--- config.mk ---
export PLATFORM = sky130hd
export DESIGN_NAME = panel_event_interrupt_unit
export DESIGN_NICKNAME = d
export VERILOG_FILES = /design/src/event_irq_pkg.sv /design/src/panel_event_interrupt_unit.sv
export SDC_FILE = /design/constraint.sdc
export NUM_CORES = 1
export LEC_CHECK = 0
export ABC_AREA = 1
export BUFFER_PORTS_ARGS = -buffer_cell sky130_fd_sc_hd__buf_2
export CAP_MARGIN = 10
export CORE_MARGIN = 4
export CORE_UTILIZATION = 40
export DETAILED_ROUTE_END_ITERATION = 8
export PLACE_DENSITY_LB_ADDON = 0.15
export SYNTH_ARGS = -nofsm -noshare
export SYNTH_HDL_FRONTEND = slang
export SYNTH_SLANG_ARGS = --single-unit
--- constraint.sdc ---
create_clock -name clk_i -period 3.2 [get_ports clk_i]
set_clock_uncertainty 0.05 [all_clocks]
set_input_delay 0 -clock clk_i [delete_from_list [all_inputs] [get_ports clk_i]]
set_output_delay 0 -clock clk_i [all_outputs]
set_load 0.1 [all_outputs]
--- src/event_irq_pkg.sv ---
// Purpose: Constants and types for the panel event interrupt unit.
// Assumes: Byte-wide configuration register port on the configuration clock.
// Notes: Functional notes follow.
// Functional notes
// - The unit drives one interrupt pin that is active low.
// - The pin is low while any event flag is high and released otherwise.
// - Six sources each own a flag: mode, auto, fifo, overlay, output, input.
// - Mode flag sets on an enabled mode bit toggle, big change or sync jitter.
// - Auto flag sets when an auto-adjust measurement completes.
// - Fifo flag sets whenever the decoupling fifo becomes full.
// - Overlay flag sets each time a pointer animation sequence ends.
// - Output flag sets when the pixel stream to the output interface breaks.
// - Line flag sets when hsync jitter count exceeds the programmed limit.
// - All flags read back in the status register at address fe.
// - A flag stays high until software writes 1 to its bit; 0 keeps it.
// - Each condition is gated by its mask bit at fd, 1 enabling it.
package event_irq_pkg;
    localparam logic [7:0] ADDR_EVENT_ENABLE_MASK = 8'hfd;
    localparam logic [7:0] ADDR_EVENT_FLAG_STATUS = 8'hfe;
    localparam int NUM_EVENTS = 6;
    localparam int BIT_MODE = 0;
    localparam int BIT_AUTO = 1;
    localparam int BIT_FIFO = 2;
    localparam int BIT_OSD = 3;
    localparam int BIT_OIF = 4;
    localparam int BIT_IIF = 5;
    localparam logic [7:0] MASK_RESET = 8'h00;
    localparam logic [7:0] STATUS_RESET = 8'h00;
    localparam logic [7:0] JITTER_LIMIT_RESET = 8'h00;

    typedef struct packed {
        logic mode_change;
        logic auto_done;
        logic fifo_full;
        logic osd_seq_end;
        logic oif_break;
        logic hsync_jitter;
    } event_src_s;

    typedef struct packed {
        logic wr;
        logic rd;
        logic [7:0] addr;
        logic [7:0] wdata;
    } cfg_req_s;
endpackage : event_irq_pkg

--- src/panel_event_interrupt_unit.sv ---
// Purpose: Sticky event flags with mask and active-low interrupt pin.
// Assumes: Event inputs are single-cycle pulses on the configuration clock.
// Notes: Registers not at fd or fe read as zero.
`timescale 1ns/1ps
`default_nettype none
module panel_event_interrupt_unit
(
    input wire logic clk_i,
    input wire logic sys_rst_i,
    input wire event_irq_pkg::cfg_req_s cfg_i,
    input wire event_irq_pkg::event_src_s event_i,
    input wire logic [7:0] jitter_count_limit_i,
    output logic [7:0] cfg_rdata_o,
    output logic int_n_o
);
    import event_irq_pkg::*;

    // ------------------------------------------------------------
    // Address match
    // ------------------------------------------------------------
    // One compare serves both the write strobes and the read mux.
    function automatic logic addr_hits(
        input logic [7:0] addr,
        input logic [7:0] target
    );
        return addr == target;
    endfunction : addr_hits

    // ------------------------------------------------------------
    // Register decode
    // ------------------------------------------------------------
    logic [7:0] event_enable_mask;
    logic [7:0] event_flag_status;
    logic [7:0] jitter_count;
    logic int_n;
    wire sel_mask = addr_hits(cfg_i.addr, ADDR_EVENT_ENABLE_MASK);
    wire sel_stat = addr_hits(cfg_i.addr, ADDR_EVENT_FLAG_STATUS);
    wire wr_mask = cfg_i.wr && sel_mask;
    wire wr_stat = cfg_i.wr && sel_stat;
    wire [7:0] clear_bits = wr_stat ? cfg_i.wdata : 8'h00;

    // ------------------------------------------------------------
    // Line jitter counting
    // ------------------------------------------------------------
    // The count restarts once it trips so repeated bursts raise new events.
    wire jitter_trip = event_i.hsync_jitter
        && (jitter_count >= jitter_count_limit_i);
    wire [7:0] next_jitter_count = jitter_trip ? 8'h00
        : (event_i.hsync_jitter ? jitter_count + 8'h01 : jitter_count);

    // ------------------------------------------------------------
    // Flag update
    // ------------------------------------------------------------
    wire [NUM_EVENTS-1:0] raw_events;
    assign raw_events[BIT_MODE] = event_i.mode_change;
    assign raw_events[BIT_AUTO] = event_i.auto_done;
    assign raw_events[BIT_FIFO] = event_i.fifo_full;
    assign raw_events[BIT_OSD] = event_i.osd_seq_end;
    assign raw_events[BIT_OIF] = event_i.oif_break;
    assign raw_events[BIT_IIF] = jitter_trip;
    wire [NUM_EVENTS-1:0] set_bits =
        raw_events & event_enable_mask[NUM_EVENTS-1:0];
    wire [NUM_EVENTS-1:0] next_flags;
    genvar g;
    generate
        for (g = 0; g < NUM_EVENTS; g++)
        begin : g_flag
            // Set wins over clear so an event never slips past a write.
            assign next_flags[g] = set_bits[g]
                | (event_flag_status[g] & ~clear_bits[g]);
        end
    endgenerate
    // The two spare bits stay zero so software may write ones there.
    wire [7:0] next_status = {2'b00, next_flags};
    wire next_int_n = ~(|next_status);

    always_ff @(posedge clk_i)
    begin
        if (sys_rst_i)
        begin
            event_enable_mask <= MASK_RESET;
            event_flag_status <= STATUS_RESET;
            jitter_count <= JITTER_LIMIT_RESET;
            int_n <= 1'b1;
        end
        else
        begin
            if (wr_mask)
                event_enable_mask <= cfg_i.wdata;
            event_flag_status <= next_status;
            jitter_count <= next_jitter_count;
            int_n <= next_int_n;
        end
    end

    // ------------------------------------------------------------
    // Read back and pin
    // ------------------------------------------------------------
    // Unmapped addresses read zero so a stray read never shows a flag.
    wire [7:0] read_word = sel_stat ? event_flag_status
        : (sel_mask ? event_enable_mask : 8'h00);

    always_ff @(posedge clk_i)
    begin
        if (sys_rst_i)
            cfg_rdata_o <= 8'h00;
        else
            cfg_rdata_o <= read_word;
    end

    assign int_n_o = int_n;
endmodule : panel_event_interrupt_unit
`default_nettype wire

* Word level (Yosys, flattened, before mapping)
Cells that the tools add are included.
** Word-level totals
- Word-level logic and storage cells :: 38
- Flip-flop bits (word level) :: 33
** Cells by class
- Reductions and logical operators :: 5
- Muxes and demuxes :: 3
- Equality and inequality tests :: 2
- Order comparisons :: 1
- $add $sub $neg :: 1
- Bitwise operators :: 20
** Operator list (number)
- == test 8 bit, second input constant :: 2
- 2-to-1 mux 8 bit :: 2
- adder 8 x 1 -> 8 bit, second input constant :: 1
- greater-or-equal comparator 8 bit :: 1
- NOT 1 bit :: 7
- bitwise AND 1 bit :: 6
- bitwise AND 6 bit :: 1
- 2-to-1 mux 6 bit :: 1
- OR 1 bit :: 6
- OR reduction 6 bit :: 1
- logical AND 1 bit :: 3
- OR reduction 2 bit :: 1

* Logic depth before layout (Yosys ltp)
- Depth after elaboration :: 8
- Mapped depth :: 12
- Depth with buffers taken out :: 12

* Worst setup path after synthesis
No wires, ideal clock.
- Path kind :: reg2reg
- Start :: register jitter_count[0]
- End :: register jitter_count[0]
- Cell stages (with the launch flop) :: 12
- Period minus slack after synthesis :: 1444 ps
- Path buffers :: 0
- Data arrival time :: 1314 ps
- Slack :: 1756 ps
- Path through :: dfxtp_1 -> inv_1 -> ha_1 -> nand2_1 -> nand3_1 -> nand2_1 -> nand2_1 -> nand2_1 -> nand2_1 -> nand2_1 -> nand2_1 -> nor3b_1
** Between the ends
- Longest elaborated chain between the ends :: 3
** Ends and longest elaborated chain
- start: declaration :: line panel_event_interrupt_unit.sv:34 : logic [7:0] jitter_count;
- start signal: assignment :: line panel_event_interrupt_unit.sv:91 : jitter_count <= next_jitter_count;
- greater-or-equal comparator 8 bit :: line panel_event_interrupt_unit.sv:47 : && (jitter_count >= jitter_count_limit_i);
- logical AND 1 bit :: line panel_event_interrupt_unit.sv:47
- OR reduction 2 bit (no line)
Several ways; a longest one is shown, not always the timed one.
A chain may end at the register's enable or synchronous reset.

* Worst setup path after layout
Ends and elaborated chain as after synthesis.

==> impl_metrics.toml <==
[placement]
io_buffers = 41
place_area_um2 = 1700
gp_congestion = 0.709
dp.cells = 269
hpwl_um = 2230

[timing]
worstMarginPinSlew_ns = 0.486
fmax_mhz = 604
relSlewSlack_pct = 67.8
rsz0062_at_grt = "no"
slew_violations = 0
tns_ns = 0
period_minus_slack_ns = 1.66
hold_violations = 0
period_share_pct = 51.7
setup_violations = 0
fin_hold_ws_ns = 0.0379

[synth]
syn_nets = 230
ys_warn_count = 0
synth_top_family_by_area = "simple AND/OR/NAND/NOR gates"
seq_area_frac_synth_pct = 42.0
synth_mux_area_share_pct = 0.678
synthDistinctLibCells = 29
synthAdderAreaFrac_pct = 7.63
netlist_area_um2 = 1480
yosys.area_share.simple_pct = 26.5
syn-instance-count = 187
synth_compound_area_share_pct = 12.6
ys_ff_latch = 31
synth_xor_area_share_pct = 1.78
syn_avg_cell_area_um2 = 7.90

[grt]
grt_pass1_wl_um = 5150
grt_overflow_total = 0
grt_usage_pct = 14.8
grt.met3_usage_pct = 3.89
met1_usage_pct = 17.5
antenna_found_initial = 0
grt_most_used_layer = "met2"
grt_max_degree = 17
grtUsageMet2_pct = 24.7
grt_pass1_vias = 1261

[worst_setup_path]
crit_path_start_kind = "flip-flop"
critPathRequiredTime_ns = 3.35
arrival_ns = 1.80
path_common_cell = "nand2_1"
max_stage_delay_ns = 0.38
cp_max_fo = 8
crit_type = "reg -> reg"
crit_chain = "inv_1, ha_1, nand2_1, nand3_1, nand2_1, nand2_1, nand2_1, nand2_1, nand2_1, nand2_1, nor3b_1"
crit_path_end_kind = "flip-flop"
cp_slowest_cell = "dfxtp_1"

[power_and_ir_drop]
power.total_mw = 0.766
max-vdd-ir-drop_uv = 213
leakage_nw = 0.893
powerDensity_nw_per_um2 = 397

[routing]
ant_nets = 0
vias = 1318
routedWlPerCell_um = 10.8
postRouteWirelength_um = 3120
dr.first_iter.drc_count = 72
vias_per_cell = 4.54
drt-pass1-iter-count = 4
drcViolationCount = 0

[cells_and_area]
area_growth_pct = 30.6
fin_nets = 287
fin_area_um2 = 1930
final_common_cell = "buf_2"
drive_above_1_share_pct = 25.0
multiInputGateArea_um2 = 727
n_antenna_cell = 0
final_cell_mix = "buf_2 (41), nand2_1 (33), dfxtp_1 (31)"
final-instance-count-excl-fill = 290
fillCellCount = 338
regArea_um2 = 621

[min_path]
hp-class = "in -> reg"

[floorplanning]
start_util_pct = 42.9
fp.dieArea_um2 = 4730
die_w_um = 68.8
num_rows = 21
die_h_um = 68.8
core_area_um2 = 3440
top_level_ports = 43

[clocking]
clock-root-buffer = "clkbuf_8"
cts_tree = "built"
clk_pin_slew_ns = 0.06
htree_num_levels = 2
post_cts_resized = 0
cts_inserted_buffers = 5
postCtsSetupBuffers = 0
cts_buffer_depth = 2
insertion_delay_ns = 0.28
cts.sink_count = 31

[run]
maxCapViolations = 0

[outcome]
outcome = "complete, no violations"
==> flip-flops by register name, summed over array words and instances (netlist names) <==
register / flops
int_n_o: 1
event_enable_mask: 8
jitter_count: 8
cfg_rdata_o: 8
event_flag_status: 6
==> cell usage after synthesis, drive strengths merged <==
library cell	instances	area share [%]
buf	4	2.4
a21oi	17	5.8
mux2i	1	0.68
o21ai	14	4.7
o21bai	1	0.76
nand2	38	11
nor3b	2	1.0
dfxtp	31	42
ha	9	7.6
xor2	2	1.2
or2	1	0.42
nor3	3	1.4
a22oi	1	0.85
and2	2	1.0
nand4	5	2.1
xnor2	1	0.59
nand3	12	4.7
o21a	1	0.51
clkbuf	1	0.25
inv	24	6.1
nor2	17	5.3
==> cell families after synthesis <==
family	Yosys count
adder cells (fa/ha/maj)	9
multiplexers	1
buffers and inverters	29
AO/OA/AOI/OAI	34
AND/OR/NAND/NOR	80
XOR/XNOR	3
flip-flops	31
==> area by class of cell <==
cell class,instances,area share (%)
clock inverter,1,0.260
sequential,31,32.2
clock buffer,6,4.28
tap,46,2.99
inverter,24,4.67
multi-input combinational,127,37.7
timing repair buffer,55,17.9
==> routing by layer <==
metal | routed length, um | share of wire (%)
met1 | 1500 | 48
met2 | 1400 | 45
met3 | 165 | 5.3
met4 | 48 | 1.5
met5 | 0 | 0
==> worst max-delay path, delay by kind of cell, from the launching register on <==
| kind | cells | cell delay [ns] |
|---|---|---|
| and+or+nand+nor | 9 | 0.83 |
| adders and majority gates | 1 | 0.27 |
| DFF | 1 | 0.38 |
| buffers and inverters | 1 | 0.06 |
==> per-stage QoR <==
step                      util [%]  setup WS [ns]
after floorplan                  -           1.76
after global placement        49.4           1.55
after detailed placement      49.4           1.54
after CTS                     56.0           1.52
after global routing          56.0           1.37
final                         56.0           1.54
==> where the power goes <==
| group | switching, mW | total, mW | internal, mW |
|---|---|---|---|
| clock | 0.135 | 0.303 | 0.168 |
| sequential | 0.00270 | 0.391 | 0.389 |
| combinational | 0.0344 | 0.0714 | 0.0370 |
| total | 0.172 | 0.766 | 0.594 |
==> worst paths after layout <==
kind                                      startpoint         endpoint  slack [ns]  depth (start not counted)
worst max-delay path                 jitter_count[0]  jitter_count[0]        1.54                         11
worst min-delay path                      event_i[0]  jitter_count[0]        0.04                          3
worst max register to register       jitter_count[0]  jitter_count[0]        1.54                         11
worst min register to register  event_enable_mask[6]   cfg_rdata_o[6]        0.39                          2
==> repair_timing <==
action                                  in CTS  in global routing
endpoints found under the setup margin       0                  0
hold buffers                                14                  0
endpoints found under the hold margin       14                  0
Note: power is estimated with default switching activity, not from simulation.
